==> src/flash_spc_pkg.sv <==
// Contract
// - erase acts on a whole row only
// - two setup cycles after start, software places nops; the controller forces these nops itself on CORE_FORCE_NOP_O
// - core halted for self-timed erase, clocks keep running
// - resume at third instruction after the start
// - programming never erases anything by itself
// - at most thirty-two words per row write
// - upper ten address bits row, low five latch
// - one programming operation stays inside one row
// - latches return to blank after write or erase
// - unloaded latches stay blank and program blank
// - latch load copies fourteen-bit data word
// - latch-only-load set: load latch, no programming
// - latch-only-load clear: load latch, program row
// - broken unlock starts neither load nor programming
// - start bits set-only, cleared by hardware
// - reset during write or erase sets error flag
// - key register write-only, reads as zero
package flash_spc_pkg;
  // register offsets on the byte-wide register port
  localparam int unsigned REG_ADDR_W          = 3;
  localparam logic [2:0]  FLASH_CONTROL_OFS   = 3'h0;
  localparam logic [2:0]  UNLOCK_KEY_OFS      = 3'h1;
  localparam logic [2:0]  FLASH_ADDR_LOW_OFS  = 3'h2;
  localparam logic [2:0]  FLASH_ADDR_HIGH_OFS = 3'h3;
  localparam logic [2:0]  FLASH_DATA_LOW_OFS  = 3'h4;
  localparam logic [2:0]  FLASH_DATA_HIGH_OFS = 3'h5;
  // control register bit positions
  localparam int unsigned CTRL_READ_BIT       = 0;
  localparam int unsigned CTRL_START_BIT      = 1;
  localparam int unsigned CTRL_ENABLE_BIT     = 2;
  localparam int unsigned CTRL_ERROR_BIT      = 3;
  localparam int unsigned CTRL_ERASE_BIT      = 4;
  localparam int unsigned CTRL_LOAD_ONLY_BIT  = 5;
  localparam int unsigned CTRL_CFG_SEL_BIT    = 6;
  localparam int unsigned CTRL_PAD_BIT        = 7;
  // unlock keys and blank word
  localparam logic [7:0]  KEY_FIRST           = 8'h55;
  localparam logic [7:0]  KEY_SECOND          = 8'haa;
  localparam logic [13:0] BLANK_WORD          = 14'h3fff;
  // geometry
  localparam int unsigned DATA_W              = 14;
  localparam int unsigned ADDR_W              = 15;
  localparam int unsigned ROW_W               = 10;
  localparam int unsigned LATCH_IDX_W         = 5;
  localparam int unsigned LATCH_COUNT         = 32;
  // timing
  localparam int unsigned SETUP_CYCLES        = 2;
  localparam int unsigned CLK_FREQ_KHZ        = 20000;
  localparam int unsigned OP_TIME_US          = 2000;
  localparam int unsigned OP_CYCLES           = OP_TIME_US * CLK_FREQ_KHZ / 1000;
  localparam int unsigned COUNT_W             = 24;
  // reset values
  localparam logic [7:0]  RDATA_RESET         = 8'h00;
  localparam logic        PAD_READ_ONE        = 1'b1;
endpackage

==> src/flash_reset_err_tracker.sv <==
`timescale 1ns/10ps
// remembers an unfinished write or erase across a device reset
module flash_reset_err_tracker (
  input  wire logic clk_i,       // core clock
  input  wire logic por_n_i,     // power-on reset, low active
  input  wire logic sys_rst_n_i, // device reset pin, low active
  input  wire logic start_i,     // write or erase begins
  input  wire logic done_i,      // write or erase ends normally
  input  wire logic clear_i,     // software writes zero to the flag
  output logic      err_o        // error flag
);
  typedef struct packed {
    logic sync1;    // first stage, read only by sync2
    logic sync2;    // device reset seen in this domain
    logic pending;  // an operation is in flight
    logic err;      // sticky error flag
  } track_t;

  track_t s;       // registered state
  track_t next_s;  // next state

  // next state: pending is not in the device reset; seeing that reset moves it into the error flag
  always_comb begin
    next_s = s;
    next_s.sync1 = sys_rst_n_i;
    next_s.sync2 = s.sync1;
    if (start_i) begin
      next_s.pending = 1'b1;
    end else if (done_i) begin
      next_s.pending = 1'b0;
    end
    if (clear_i) begin
      next_s.err = 1'b0;
    end
    // a reset while pending sets the flag; set wins over clear
    if (!s.sync2 && s.pending) begin
      next_s.err     = 1'b1;
      next_s.pending = 1'b0;
    end
  end

  // state register, cleared only at power-on
  always_ff @(posedge clk_i or negedge por_n_i) begin
    if (!por_n_i) begin
      s <= '0;
    end else begin
      s <= next_s;
    end
  end

  assign err_o = s.err;
endmodule // flash_reset_err_tracker

==> src/flash_self_program_ctrl.sv <==
// The implementer's own choices: the address-and-strobe port and the address map.
`timescale 1ns/10ps
// row erase and row programming sequencer with unlock-guarded write latches
module flash_self_program_ctrl #(
  parameter int unsigned OP_CYCLES = flash_spc_pkg::OP_CYCLES  // self-timed period
) (
  input  wire logic        CORE_CLK_I,        // 20 MHz core clock
  input  wire logic        RST_N_I,           // device reset, low active
  input  wire logic        POR_N_I,           // power-on reset, low active
  input  wire logic [2:0]  ADDR_I,            // register index
  input  wire logic [7:0]  WDATA_I,           // register write data
  input  wire logic        WR_I,              // register write strobe
  input  wire logic        RD_I,              // register read strobe
  output logic      [7:0]  RDATA_O,           // read data, cycle after strobe
  output logic             FLASH_ERASE_O,     // one-cycle row erase command
  output logic             FLASH_WRITE_O,     // one-cycle word program command
  output logic      [14:0] FLASH_ADDR_O,      // flash word address
  output logic      [13:0] FLASH_WDATA_O,     // flash word to program
  output logic             CORE_STALL_O,      // halts instruction execution
  output logic             CORE_FORCE_NOP_O   // core executes forced nops
);
  localparam int unsigned CW = flash_spc_pkg::COUNT_W;
  localparam int unsigned LN = flash_spc_pkg::LATCH_COUNT;
  localparam int unsigned DW = flash_spc_pkg::DATA_W;

  // refuse periods the counter cannot hold
  if (OP_CYCLES < 1 || OP_CYCLES >= (1 << CW)) begin : g_bad_op_cycles
    $error("OP_CYCLES out of range");
  end

  // sequencer states
  typedef enum logic [2:0] {
    ST_IDLE,    // waiting for an unlocked start
    ST_SETUP,   // forced-nop cycles after the start
    ST_PROG,    // stream latches into the row
    ST_WAIT     // self-timed erase or program period
  } state_t;

  // whole module state
  typedef struct packed {
    state_t                  state;       // sequencer state
    logic                    cfg_sel;     // config space select
    logic                    load_only;   // latch-only-load bit
    logic                    erase_sel;   // erase select, hardware cleared
    logic                    prog_en;     // program enable
    logic                    start;       // write-start bit
    logic [7:0]              addr_low;    // address low byte
    logic [6:0]              addr_high;   // address high bits
    logic [7:0]              data_low;    // data low byte
    logic [5:0]              data_high;   // data high bits
    logic [1:0]              key_step;    // unlock progress
    logic [CW-1:0]           count;       // cycle counter
    logic [4:0]              prog_idx;    // latch being programmed
    logic [9:0]              row;         // row captured at start
    logic                    op_load;     // running op is a latch load
    logic                    op_erase;    // running op is an erase
    logic [LN-1:0][DW-1:0]   latch;       // write latches
    logic [7:0]              rdata;       // read data register
    logic                    flash_erase; // erase pulse
    logic                    flash_write; // program pulse
    logic [14:0]             flash_addr;  // flash address out
    logic [13:0]             flash_wdata; // flash data out
    logic                    stall;       // core stall
    logic                    force_nop;   // forced nop window
  } ctrl_t;

  ctrl_t s;        // registered state
  ctrl_t next_s;   // next state
  logic  err;      // error flag from the tracker
  logic  op_start; // a write or erase begins this cycle
  logic  op_done;  // a write or erase ends this cycle
  logic  err_clr;  // software clears the error flag

  // true when a strobe addresses the given register
  function automatic logic hits(input logic strobe, input logic [2:0] addr,
                                input logic [2:0] ofs);
    hits = strobe && (addr == ofs);
  endfunction

  // next-state logic: register port, unlock tracking, sequencer
  always_comb begin
    logic        ctrl_wr;    // control register written
    logic        key_wr;     // key register written
    logic        go;         // unlocked, enabled start request
    logic [4:0]  slot;       // latch chosen by the low address
    next_s             = s;
    ctrl_wr            = hits(WR_I, ADDR_I, flash_spc_pkg::FLASH_CONTROL_OFS);
    key_wr             = hits(WR_I, ADDR_I, flash_spc_pkg::UNLOCK_KEY_OFS);
    slot               = s.addr_low[4:0];
    go                 = 1'b0;
    op_start           = 1'b0;
    op_done            = 1'b0;
    err_clr            = 1'b0;
    next_s.flash_erase = 1'b0;
    next_s.flash_write = 1'b0;
    next_s.rdata       = flash_spc_pkg::RDATA_RESET;

    // read data stand for exactly one cycle
    if (RD_I) begin
      case (ADDR_I)
        flash_spc_pkg::FLASH_CONTROL_OFS: begin
          next_s.rdata = {flash_spc_pkg::PAD_READ_ONE, s.cfg_sel, s.load_only,
                          s.erase_sel, err, s.prog_en, s.start, 1'b0};
        end
        flash_spc_pkg::UNLOCK_KEY_OFS: begin
          next_s.rdata = 8'h00;
        end
        flash_spc_pkg::FLASH_ADDR_LOW_OFS: begin
          next_s.rdata = s.addr_low;
        end
        flash_spc_pkg::FLASH_ADDR_HIGH_OFS: begin
          next_s.rdata = {flash_spc_pkg::PAD_READ_ONE, s.addr_high};
        end
        flash_spc_pkg::FLASH_DATA_LOW_OFS: begin
          next_s.rdata = s.data_low;
        end
        flash_spc_pkg::FLASH_DATA_HIGH_OFS: begin
          next_s.rdata = {2'b00, s.data_high};
        end
        default: begin
          next_s.rdata = 8'h00; // unmapped reads as zero
        end
      endcase
    end

    // unlock tracker: the keys must be back to back, then the start
    if (key_wr) begin
      if (WDATA_I == flash_spc_pkg::KEY_FIRST) begin
        next_s.key_step = 2'd1;
      end else if (WDATA_I == flash_spc_pkg::KEY_SECOND && s.key_step == 2'd1) begin
        next_s.key_step = 2'd2;
      end else begin
        next_s.key_step = 2'd0;
      end
    end else if (WR_I || RD_I) begin
      next_s.key_step = 2'd0;
    end

    // plain data and address registers
    if (hits(WR_I, ADDR_I, flash_spc_pkg::FLASH_ADDR_LOW_OFS)) begin
      next_s.addr_low = WDATA_I;
    end
    if (hits(WR_I, ADDR_I, flash_spc_pkg::FLASH_ADDR_HIGH_OFS)) begin
      next_s.addr_high = WDATA_I[6:0];
    end
    if (hits(WR_I, ADDR_I, flash_spc_pkg::FLASH_DATA_LOW_OFS)) begin
      next_s.data_low = WDATA_I;
    end
    if (hits(WR_I, ADDR_I, flash_spc_pkg::FLASH_DATA_HIGH_OFS)) begin
      next_s.data_high = WDATA_I[5:0];
    end

    // control register write; start is set-only, read start is not served
    if (ctrl_wr) begin
      next_s.cfg_sel   = WDATA_I[flash_spc_pkg::CTRL_CFG_SEL_BIT];
      next_s.load_only = WDATA_I[flash_spc_pkg::CTRL_LOAD_ONLY_BIT];
      next_s.erase_sel = WDATA_I[flash_spc_pkg::CTRL_ERASE_BIT];
      next_s.prog_en   = WDATA_I[flash_spc_pkg::CTRL_ENABLE_BIT];
      err_clr          = !WDATA_I[flash_spc_pkg::CTRL_ERROR_BIT];
      // the written enable and selects decide; config space is not served here
      go = WDATA_I[flash_spc_pkg::CTRL_START_BIT] && (s.key_step == 2'd2) &&
           WDATA_I[flash_spc_pkg::CTRL_ENABLE_BIT] &&
           !WDATA_I[flash_spc_pkg::CTRL_CFG_SEL_BIT] &&
           (s.state == ST_IDLE) && !s.start;
    end

    // sequencer
    case (s.state)
      ST_IDLE: begin
        if (go) begin
          next_s.start     = 1'b1;
          next_s.state     = ST_SETUP;
          next_s.count     = CW'(flash_spc_pkg::SETUP_CYCLES - 1);
          next_s.force_nop = 1'b1;
          next_s.row       = {s.addr_high, s.addr_low[7:5]};
          next_s.op_erase  = WDATA_I[flash_spc_pkg::CTRL_ERASE_BIT];
          next_s.op_load   = WDATA_I[flash_spc_pkg::CTRL_LOAD_ONLY_BIT] &&
                             !WDATA_I[flash_spc_pkg::CTRL_ERASE_BIT];
          // a row write or latch load first stores the addressed word
          if (!WDATA_I[flash_spc_pkg::CTRL_ERASE_BIT]) begin
            next_s.latch[slot] = {s.data_high, s.data_low};
          end
          // only real flash operations can be cut short by a reset
          op_start = !(WDATA_I[flash_spc_pkg::CTRL_LOAD_ONLY_BIT] &&
                       !WDATA_I[flash_spc_pkg::CTRL_ERASE_BIT]);
        end
      end
      ST_SETUP: begin
        if (s.count != '0) begin
          next_s.count = s.count - CW'(1);
        end else begin
          next_s.force_nop = 1'b0;
          if (s.op_load) begin
            // latch load ends with the forced nops, flash untouched
            next_s.start = 1'b0;
            next_s.state = ST_IDLE;
          end else if (s.op_erase) begin
            // any address in the row selects the whole row
            next_s.flash_erase = 1'b1;
            next_s.flash_addr  = {s.row, 5'h00};
            next_s.stall       = 1'b1;
            next_s.count       = CW'(OP_CYCLES - 1);
            next_s.state       = ST_WAIT;
          end else begin
            // no erase precedes programming
            next_s.stall    = 1'b1;
            next_s.prog_idx = 5'h00;
            next_s.state    = ST_PROG;
          end
        end
      end
      ST_PROG: begin
        // every latch goes out, blank ones program as blank
        next_s.flash_write = 1'b1;
        next_s.flash_addr  = {s.row, s.prog_idx};
        next_s.flash_wdata = s.latch[s.prog_idx];
        next_s.prog_idx    = s.prog_idx + 5'h01;
        if (s.prog_idx == 5'(LN - 1)) begin
          next_s.count = CW'(OP_CYCLES - 1);
          next_s.state = ST_WAIT;
        end
      end
      ST_WAIT: begin
        if (s.count != '0) begin
          next_s.count = s.count - CW'(1);
        end else begin
          // completion: release core, clear start and erase select, blank latches
          next_s.stall     = 1'b0;
          next_s.start     = 1'b0;
          next_s.erase_sel = 1'b0;
          next_s.latch     = {LN{flash_spc_pkg::BLANK_WORD}};
          next_s.state     = ST_IDLE;
          op_done          = 1'b1;
        end
      end
      default: begin
        next_s.state = ST_IDLE;
      end
    endcase
  end

  // error flag survives device reset, cleared at power-on or by software writing zero
  flash_reset_err_tracker u_err (
    .clk_i       (CORE_CLK_I),
    .por_n_i     (POR_N_I),
    .sys_rst_n_i (RST_N_I),
    .start_i     (op_start),
    .done_i      (op_done),
    .clear_i     (err_clr),
    .err_o       (err)
  );

  // state register; latches come up blank
  always_ff @(posedge CORE_CLK_I or negedge RST_N_I) begin
    if (!RST_N_I) begin
      s       <= '0;
      s.state <= ST_IDLE;
      s.latch <= {LN{flash_spc_pkg::BLANK_WORD}};
    end else begin
      s <= next_s;
    end
  end

  // outputs straight from the state register
  assign RDATA_O          = s.rdata;
  assign FLASH_ERASE_O    = s.flash_erase;
  assign FLASH_WRITE_O    = s.flash_write;
  assign FLASH_ADDR_O     = s.flash_addr;
  assign FLASH_WDATA_O    = s.flash_wdata;
  assign CORE_STALL_O     = s.stall;
  assign CORE_FORCE_NOP_O = s.force_nop;
endmodule // flash_self_program_ctrl

==> config.mk <==
export PLATFORM = sky130hd
export DESIGN_NAME = flash_self_program_ctrl
export DESIGN_NICKNAME = d
export VERILOG_FILES = /design/src/flash_spc_pkg.sv /design/src/flash_reset_err_tracker.sv /design/src/flash_self_program_ctrl.sv
export SDC_FILE = /design/constraint.sdc
export NUM_CORES = 1
export LEC_CHECK = 0
export BUFFER_PORTS_ARGS = -buffer_cell sky130_fd_sc_hd__buf_2
export CAP_MARGIN = 30
export CORE_MARGIN = 2
export CORE_UTILIZATION = 57
export DETAILED_ROUTE_END_ITERATION = 7
export PLACE_DENSITY = 0.76
export SLEW_MARGIN = 20
export SYNTH_ARGS = -nofsm -noshare
export SYNTH_HDL_FRONTEND = slang
export SYNTH_HIERARCHICAL = 1
export SYNTH_SLANG_ARGS = --single-unit
export TNS_END_PERCENT = 5
==> constraint.sdc <==
create_clock -name CORE_CLK_I -period 2.57 [get_ports CORE_CLK_I]
set_input_delay 0.1285 -clock CORE_CLK_I [delete_from_list [all_inputs] [get_ports CORE_CLK_I]]
set_output_delay 0.1285 -clock CORE_CLK_I [all_outputs]
set_load 0.05 [all_outputs]
Word level (Yosys, flattened, before mapping)
Cells that the tools add are included.

cells by class
  $add $sub $neg = 2
  $lt $le $gt $ge = 3
  eq/ne operators = 25
  mux-type cells = 63
  reductions and logical operators = 43

operator list
  operator                                                                      number
  448-bit 2-to-1 mux                                                            3
  448-bit case mux with 2 select lines                                          1
  448-bit bitwise mux                                                           1
  24-bit 2-to-1 mux                                                             5
  24-bit case mux with 4 select lines                                           1
  14-bit binary-select mux with 5-bit select                                    1
  14-bit demux with 5-bit select                                                1
  15-bit 2-to-1 mux                                                             3
  8-bit case mux with 5 select lines                                            1
  15-bit case mux with 2 select lines                                           1
  29-bit 2-to-1 mux                                                             1
  14-bit 2-to-1 mux                                                             2
  24-bit nonzero test                                                           1
  24-bit by 1-bit subtractor with 24-bit output, second input constant          1
  1-bit 2-to-1 mux                                                              22
  4-bit AND reduction                                                           5
  2-bit inequality test, second input constant                                  9
  2-bit 2-to-1 mux                                                              8
  1-bit logical AND                                                             15
  3-bit by 2-bit == test with 1-bit output, second input constant               4
  5-bit by 6-bit less-than comparator with 1-bit output, second input constant  2
  3-bit 2-to-1 mux                                                              4
  3-bit case mux with 4 select lines                                            1
  2-bit nonzero test                                                            6
  25 further kinds                                                              37

storage, ports and cells
  register bits = 573
  input port bits = 16
  output and inout port bits = 41

Logic depth before layout (Yosys ltp)
Gate-level depths: netlist of the first run.

  word-level depth = 11
  mapped depth = 10
  mapped depth without buffers = 8

Modules after synthesis
Netlist of the first run, hierarchy kept.

modules (own cells, without submodules)
  module                   instances  cells an instance  area each (µm²)  sequential area each (µm²)
  flash_self_program_ctrl  1          2008               26459.1          14774.2
  flash_reset_err_tracker  1          9                  128.9            100.1

Least setup slack after synthesis of the first run
No wires, ideal clock.

  kind = register to register
  from = reg s[518] in the netlist's numbering
  to = reg s[324] in the netlist's numbering
  setup time = 0.061 ns
  data arrival time = 2.554 ns
  required time = 2.509 ns
  setup slack = -0.044 ns
  cell stages (with the launch flop) = 8
  buffers on the path = 2
  cell sequence = dfrtp_1 or4_1 or4_1 buf_2 or4_4 a21oi_4 buf_6 o22a_1

on the way
  cells in the longest elaborated chain, start to end = 3

RTL lines
  item                                    line                            RTL
  start, declared                         flash_self_program_ctrl.sv:67   ctrl_t s;
  start signal, assigned                  flash_self_program_ctrl.sv:260  s <= next_s;
  24-bit nonzero test                     flash_self_program_ctrl.sv:224  if (s.count != '0) begin
  2-bit inequality test (no source line)  --
  4-bit AND reduction (no source line)    --

Every way passes these cells.
A chain may end at the register's enable or synchronous reset.

Worst setup path in the final report of the first run
  from = reg s[518] in the netlist's numbering
  to = reg s[46] in the netlist's numbering

The elaborated chain is that of the path after synthesis.

==> impl_metrics.env, run 1 <==
export IMPL_routed_via_count=19100
export IMPL_wl_met2_mm=35.4
export IMPL_met3_length_mm=6.81
export IMPL_dp_cells=2630
export IMPL_final_nets=2124
export IMPL_die_width_um=220
export IMPL_multi_input_area_sq_um=10500
export IMPL_synth_compound_area_share_pct=20.2
export IMPL_fp_coreArea_sq_um=46300
export IMPL_syn_avg_cell_area_sq_um=13.2
export IMPL_drc_errors=0
export IMPL_failed_checks="negative setup slack"
export IMPL_max_slew_margin_pct=50.5
export IMPL_rows=79
export IMPL_worst_slack_ps=-17.9
export IMPL_wl_met1_mm=31.1
export IMPL_r2r_start="s[518]"
export IMPL_period_share_pct=101
export IMPL_area_growth_pct=15.1
export IMPL_start_util_pct=57.5
export IMPL_status="complete, but fails checks"
export IMPL_synthAdderAreaFrac_pct=0.424
export IMPL_grtUsageTotal_pct=32.0
export IMPL_fin_area_sq_um=30600
export IMPL_h_tree_depth=2
export IMPL_cts_tree="built"
export IMPL_synth_top_family_by_area="compound AO/OA/AOI/OAI gates"
export IMPL_ys_warn_count=6
export IMPL_final_cells=2753
export IMPL_reg2reg_slack_ps=-20
export IMPL_synth_xor_area_share_pct=0
export IMPL_syn_area_sq_um=26600
export IMPL_irDropWorstVdd_mv=0.586
export IMPL_viasPerCell=6.94
export IMPL_dieArea_sq_um=48400
export IMPL_postPlaceCellArea_sq_um=28400
export IMPL_slew_violations=0
export IMPL_fin_worst_skew_ps=28.5
export IMPL_cts_sinks=572
export IMPL_period_needed_ps=2590
export IMPL_regArea_sq_um=14900
export IMPL_nFillCells=3223
export IMPL_grt_max_degree=78
export IMPL_p_leak_nw=11.5
export IMPL_syn_nets=2042
export IMPL_synthSimpleGateAreaFrac_pct=5.22
export IMPL_rr_endpoint="s[46]"
export IMPL_clock_latency_ps=620
export IMPL_yosysSeqAreaShare_pct=55.9
export IMPL_reg2reg_depth=6
export IMPL_tns_ps=-158
export IMPL_ys_ff_latch=572
export IMPL_tightest_slew_ps=742
export IMPL_port_buffers=56
export IMPL_overflow=0
export IMPL_rsz0062_at_grt="true"
export IMPL_crit_type="reg2reg"
export IMPL_setup_worst_path_start_class="register"
export IMPL_boundaryPins=57
export IMPL_grt_pass1_vias=19300
export IMPL_hold_worst_slack_ps=85.5
export IMPL_cts_root_buf="clkbuf_16"
export IMPL_synth_cell_type_count=70
export IMPL_cap_viol_max_count=0
export IMPL_postRouteAntennaNets=0
export IMPL_power_density_nw_per_um2=643
export IMPL_fmax_ghz=0.386
export IMPL_top_layer="met4"
export IMPL_finalSetupViolCount=21
export IMPL_path_clk_slew_ps=60
export IMPL_hp_class="in2async"
export IMPL_gp_congestion=0.911
export IMPL_cp_data_arrival_time_ps=3140
export IMPL_die_h_um=220
export IMPL_wl_mm=75.8
export IMPL_synthCells=2017
export IMPL_power_w=0.0197
export IMPL_place_hpwl_mm=48.2
export IMPL_muxShareOfSynthArea_pct=13.5
export IMPL_async_reset_ff_share_pct=100
export IMPL_drt_iter0_drc=2184
export IMPL_cts_made_buffers=57
export IMPL_required_ps=3120
export IMPL_routedWlPerCell_um=27.5
export IMPL_grt_pass1_wl_mm=117
export IMPL_crit_fanout=14
export IMPL_drive_gt1_share_pct=44.1
export IMPL_synth_top_flop_cell="dfstp_2"
export IMPL_dr_pass1_iters=5
export IMPL_cts_buffer_depth=3
export IMPL_grt_antenna_before_repair=2
export IMPL_hold_viol=0
export IMPL_end_kind="register"
export IMPL_synth_edff_count=0
[cells in the mapped netlist (6+ instances only)]
| cell type | number | share of area, % |
|---|---|---|
| inv_1 | 24 | 0.34 |
| o22ai_1 | 15 | 0.35 |
| a22oi_1 | 6 | 0.17 |
| clkinv_1 | 12 | 0.17 |
| o21ai_1 | 47 | 0.88 |
| mux4_2 | 126 | 11 |
| nand3_1 | 17 | 0.32 |
| a31oi_1 | 6 | 0.14 |
| dfstp_2 | 448 | 44 |
| o31ai_1 | 11 | 0.31 |
| nor4_1 | 6 | 0.14 |
| or3_1 | 15 | 0.35 |
| nor2b_1 | 10 | 0.24 |
| nor3_1 | 33 | 0.62 |
| buf_4 | 37 | 1.0 |
| buf_1 | 7 | 0.099 |
| ha_1 | 9 | 0.42 |
| o22a_1 | 436 | 14 |
| mux2_1 | 36 | 1.5 |
| dfrtp_1 | 124 | 12 |
| a221oi_1 | 6 | 0.20 |
| clkbuf_1 | 141 | 2.0 |
| and3_1 | 10 | 0.24 |
| buf_2 | 46 | 0.87 |
| a21oi_1 | 109 | 2.1 |
| a211oi_1 | 10 | 0.28 |
| mux2i_1 | 29 | 1.1 |
| nor2_1 | 56 | 0.79 |
| a211o_1 | 9 | 0.30 |
| nand2_1 | 86 | 1.2 |
| nand2b_1 | 9 | 0.21 |
[layout by cell type (no fill, tap or decap), drive strengths merged, types with 6 or more instances in the layout]
| cell | netlist | layout |
|---|---|---|
| o31ai | 12 | 12 |
| a22oi | 6 | 6 |
| nor2b | 10 | 10 |
| mux4 | 126 | 126 |
| clkbuf | 141 | 86 |
| o21ai | 50 | 50 |
| dfstp | 448 | 448 |
| buf | 94 | 243 |
| o22a | 436 | 436 |
| nand2 | 86 | 86 |
| clkinv | 12 | 25 |
| mux2i | 29 | 29 |
| or3 | 15 | 15 |
| mux2 | 41 | 41 |
| nor2 | 56 | 56 |
| o22ai | 15 | 15 |
| a21oi | 113 | 113 |
| dlygate4sd3 | 0 | 15 |
| nor4 | 7 | 7 |
| inv | 29 | 30 |
| nand3 | 17 | 17 |
| a211o | 9 | 9 |
| ha | 9 | 9 |
| a31oi | 6 | 6 |
| a221oi | 6 | 6 |
| nand2b | 9 | 9 |
| and3 | 10 | 10 |
| nor3 | 35 | 35 |
| a211oi | 10 | 10 |
| dfrtp | 124 | 124 |
[worst max-delay path by stage]
stage	endpoint	cells after the start	slack, ps	from
final	s[46]	6	-20	s[518]
after global routing	s[50]	6	-70	s[518]
after CTS	s[332]	6	-20	s[518]
after detailed placement	s[332]	6	-100	s[518]
after global placement	s[132]	6	-70	s[518]
after floorplan	s[221]	10	-40	s[566]
[cell type report]
type / instances / area share, %
sequential: 572 / 48.6
inverter: 41 / 0.503
clock buffer: 86 / 5.58
antenna: 1 / 0.00818
multi-input combinational: 1169 / 34.4
tap: 607 / 2.48
timing repair buffer: 258 / 7.62
clock inverter: 19 / 0.769
[registers in the layout, indices dropped and copies added (netlist names)]
signal,count
CORE_FORCE_NOP_O,1
CORE_STALL_O,1
FLASH_ADDR_O,15
FLASH_ERASE_O,1
FLASH_WDATA_O,14
FLASH_WRITE_O,1
RDATA_O,8
s,527
u_err/err_o,1
u_err/next_s,1
u_err/s,2
[per-stage QoR]
stage / utilization, % / setup WS [ps]
after floorplan: - / -35.1
after global placement: 61.4 / -68.8
after detailed placement: 61.5 / -97.8
after CTS: 66.0 / -24.2
after global routing: 66.2 / -74.3
final: 66.2 / -17.9
[repair_timing]
| action | CTS | global route |
|---|---|---|
| endpoints found under the hold margin | 191 | 0 |
| gates resized for setup | 2 | 11 |
| hold buffers | 15 | 0 |
| setup buffers | 0 | 0 |
| pin swaps | 12 | 30 |
| cloned | 0 | 1 |
| setup endpoints to repair | 56 | 104 |
[critical path, stage by stage (launching register included)]
cell and delay, ps:
dfrtp_1 380, or4_4 550, or4_4 470, or4_4 640, a21oi_4 190, buf_12 150, o22a_1 130
[cell families (layout without fill, tap and decap cells)]
group,count (synthesis),in the layout
DFF,572,572
buffers and inverters,276,404
other,0,1
AOI/OAI and AO/OA,685,685
and+or+nand+nor,279,279
muxes,196,196
adders and majority gates,9,9
[metal layers]
metal / track usage, % / vias to the layer above
li1: - / 7891
met1: 45.1 / 10100
met4: 11.3 / 0
met2: 49.4 / 995
met3: 7.04 / 166
met5: 0 / -
[power by group]
group          internal, W  switching, W
clock network      0.00507       0.00357
logic             0.000488      0.000887
registers          0.00944      0.000239
Note: power is estimated with default switching activity, not from simulation.
==> inputs of run 2 (changes only) <==
--- a/config.mk
+++ b/config.mk
@@ -8,12 +8,11 @@
 export BUFFER_PORTS_ARGS = -buffer_cell sky130_fd_sc_hd__buf_2
 export CAP_MARGIN = 30
 export CORE_MARGIN = 2
-export CORE_UTILIZATION = 57
+export CORE_UTILIZATION = 63
 export DETAILED_ROUTE_END_ITERATION = 7
-export PLACE_DENSITY = 0.76
+export PLACE_DENSITY = 0.8
 export SLEW_MARGIN = 20
 export SYNTH_ARGS = -nofsm -noshare
 export SYNTH_HDL_FRONTEND = slang
-export SYNTH_HIERARCHICAL = 1
 export SYNTH_SLANG_ARGS = --single-unit
 export TNS_END_PERCENT = 5
==> constraint.sdc (replaced) <==
create_clock -name CORE_CLK_I -period 2.5 [get_ports CORE_CLK_I]
set_input_delay 0.125 -clock CORE_CLK_I [delete_from_list [all_inputs] [get_ports CORE_CLK_I]]
set_output_delay 0.125 -clock CORE_CLK_I [all_outputs]
set_load 0.05 [all_outputs]
==> impl_metrics.env, run 2 <==
export IMPL_drc_errors=0
export IMPL_pre_cts_slack_ps=-27.2
export IMPL_tightest_slew_ps=752
export IMPL_largest_reg_flops=527
export IMPL_clock_latency_ps=630
export IMPL_reg2reg_slack_ps=10
export IMPL_die_width_um=217
export IMPL_gp_congestion=0.871
export IMPL_crit_start="s[520]"
export IMPL_synth_largest_area_cell="dfstp_2"
export IMPL_ys_warn_count=0
export IMPL_crit_fanout=43
export IMPL_hp_start="ADDR_I[1]"
export IMPL_synth_most_common_cell="dfstp_2"
export IMPL_p_seq_share_pct=49.4
export IMPL_p_leak_nw=12.7
export IMPL_yosysSeqAreaShare_pct=52.2
export IMPL_fp_coreArea_sq_um=44400
export IMPL_min_to="u_err.err_o"
export IMPL_boundaryPins=57
export IMPL_cts_tree="built"
export IMPL_viasPerCell=7.07
export IMPL_p_int_w=0.0151
export IMPL_final_cell_mix="dfstp_2 (448), a2bb2oi_1 (258), a2bb2oi_2 (190)"
export IMPL_slowest_delay_ps=650
export IMPL_start_util_pct=64.1
export IMPL_nFillCells=2496
export IMPL_cts_sinks=572
export IMPL_rr_endpoint="s[266]"
export IMPL_required_ps=3020
export IMPL_syn_avg_cell_area_sq_um=14.3
export IMPL_cts_root_buf="clkbuf_16"
export IMPL_place_hpwl_mm=47.0
export IMPL_irDropWorstVdd_mv=0.813
export IMPL_synth_top_flop_cell="dfstp_2"
export IMPL_worst_slack_ps=10.2
export IMPL_multi_input_area_sq_um=12000
export IMPL_cap_viol_max_count=0
export IMPL_power_switching_w=0.00431
export IMPL_cts_made_buffers=58
export IMPL_synth_edff_count=0
export IMPL_wl_mm=78.3
export IMPL_finalSetupViolCount=0
export IMPL_die_h_um=217
export IMPL_r2r_start="s[520]"
export IMPL_regMostFlops="s"
export IMPL_comb_power_share_pct=3.2
export IMPL_routedWlPerCell_um=28.7
export IMPL_power_w=0.0194
export IMPL_layout_commonest_cell="dfstp_2"
export IMPL_regArea_sq_um=14900
export IMPL_crit_type="reg2reg"
export IMPL_overflow=0
export IMPL_path_clk_slew_ps=60
export IMPL_port_buffers=56
export IMPL_postRouteAntennaNets=0
export IMPL_fin_worst_skew_ps=27.1
export IMPL_slew_violations=0
export IMPL_grt_pass1_wl_mm=122
export IMPL_syn_area_sq_um=28500
export IMPL_synthCells=1988
export IMPL_reg2reg_depth=7
export IMPL_area_growth_pct=15.3
export IMPL_cp_data_arrival_time_ps=3010
export IMPL_grt_pass1_vias=20200
export IMPL_crit_family="simple AND/OR/NAND/NOR gates"
export IMPL_cp_buffers_inverters=2
export IMPL_routed_via_count=19300
export IMPL_grtUsageTotal_pct=33.8
export IMPL_h_tree_depth=2
export IMPL_power_density_nw_per_um2=590
export IMPL_crit_path_cell_trace="or4_1, nor2_4, nand3_4, buf_12, a21oi_4, buf_12, a2bb2oi_1"
export IMPL_dr_pass1_iters=6
export IMPL_status="completed"
export IMPL_cts_buffer_depth=3
export IMPL_drive_gt1_share_pct=57.4
export IMPL_syn_nets=2013
export IMPL_tns_ps=0
export IMPL_n_antenna_cell=0
export IMPL_dieArea_sq_um=46900
export IMPL_crit_slowest_cell="or4_1"
export IMPL_max_slew_margin_pct=49.9
export IMPL_switching_share_pct=22.2
export IMPL_setup_worst_path_start_class="register"
export IMPL_period_needed_ps=2490
export IMPL_async_reset_ff_share_pct=100
export IMPL_hp_class="in2reg"
export IMPL_end_kind="register"
export IMPL_clock_power_share_pct=47.4
export IMPL_min_path_cells=5
export IMPL_final_nets=2113
export IMPL_cp_common_cell="buf_12"
export IMPL_grt_max_degree=78
export IMPL_synth_cell_type_count=74
export IMPL_rows=77
export IMPL_grt_antenna_before_repair=0
export IMPL_drt_iter0_drc=1885
export IMPL_synth_area_leaders="dfstp_2 (41%), dfrtp_1 (11%), a2bb2oi_2 (10%), mux4_2 (8.7%), a2bb2oi_1 (7.9%)"
export IMPL_yosys_top_cells_count="dfstp_2 (448), a2bb2oi_1 (258), a2bb2oi_2 (190)"
export IMPL_synth_top_area_share_pct=41.3
export IMPL_ys_ff_latch=572
export IMPL_fmax_ghz=0.402
export IMPL_hold_viol=0
export IMPL_period_share_pct=99.6
run 2: cell count changes in the layout (fill, tap and decap cells not counted), moves of 15 or more:
cell and change:
o21ai_1 -46, buf_12 +40, a2bb2oi_2 +190, mux2_1 -36, buf_4 -41, a2bb2oi_1 +256
a21oi_1 -66, nand2_1 +29, mux4_2 -16, mux2_2 +54, o22a_1 -436, a21oi_4 +15
o21ai_0 +31
run 2: kinds of logic (layout without fill, tap and decap cells):
family	count (synthesis)	after routing	share of synthesized area [%]
simple gates	289	289	5.48
buf+inv	251	400	5.75
mux	209	209	12.4
flops	572	572	52.2
compound gates	658	658	23.7
fa+ha+maj	9	9	0.395
run 2: worst max-delay path by stage:
stage,endpoint,slack (ps),cells after the start
2_1_floorplan,s[519],9,10
3_3_place_gp,s[528],-100,9
3_5_place_dp,s[152],-30,9
4_1_cts,FLASH_WDATA_O[6],5,7
5_1_grt,s[266],-50,8
6_report,s[266],10,7
run 2: layout make-up:
class / instances / share of cell area (%)
Sequential cell: 572 / 45.3
Multi-Input combinational cell: 1165 / 36.6
Timing Repair Buffer: 267 / 9.31
Clock buffer: 90 / 5.49
Tap cell: 592 / 2.25
Clock inverter: 19 / 0.708
Inverter: 24 / 0.274
run 2: power groups by stage:
stage | logic [W] | registers [W] | clock network [W]
after floorplan | 0.000267 | 0.00968 | 0
after global placement | 0.000570 | 0.00971 | 0
after detailed placement | 0.000590 | 0.00972 | 0
after CTS | 0.000617 | 0.00958 | 0.00926
after global routing | 0.000683 | 0.00959 | 0.00963
final | 0.000618 | 0.00959 | 0.00919
run 2: per-stage QoR:
stage	util, %	hold slack (ps)	cells	area [sq um]
2_1_floorplan	-	-171	1988	28500
3_3_place_gp	68.1	-62.2	2585	30300
3_5_place_dp	68.1	-59.7	2586	30300
4_1_cts	73.7	16.9	2723	32700
5_1_grt	74.0	71.7	2729	32900
6_report	74.0	48.7	2729	32900
run 2: repair_timing:
| item | CTS | global route |
|---|---|---|
| pin swaps | 1 | 3 |
| hold buffers | 18 | 0 |
| setup endpoints to repair | 169 | 401 |
| hold endpoints to repair | 123 | 0 |
| gates cloned | 2 | 2 |
| buffers inserted | 8 | 4 |
| resized for setup | 7 | 9 |
run 2: per-layer routing:
layer	part of all wire (%)	up-vias	track usage, %
met2	47	1026	51.8
li1	-	7885	-
met5	0	-	0
met4	4.4	0	14.5
met3	8.8	224	7.47
met1	40	10200	46.8
run 2: worst min-delay path, stage by stage:
cell and delay (ps):
buf_2 120, nor4b_4 60, buf_4 160, nand2b_1 70, a22o_1 110
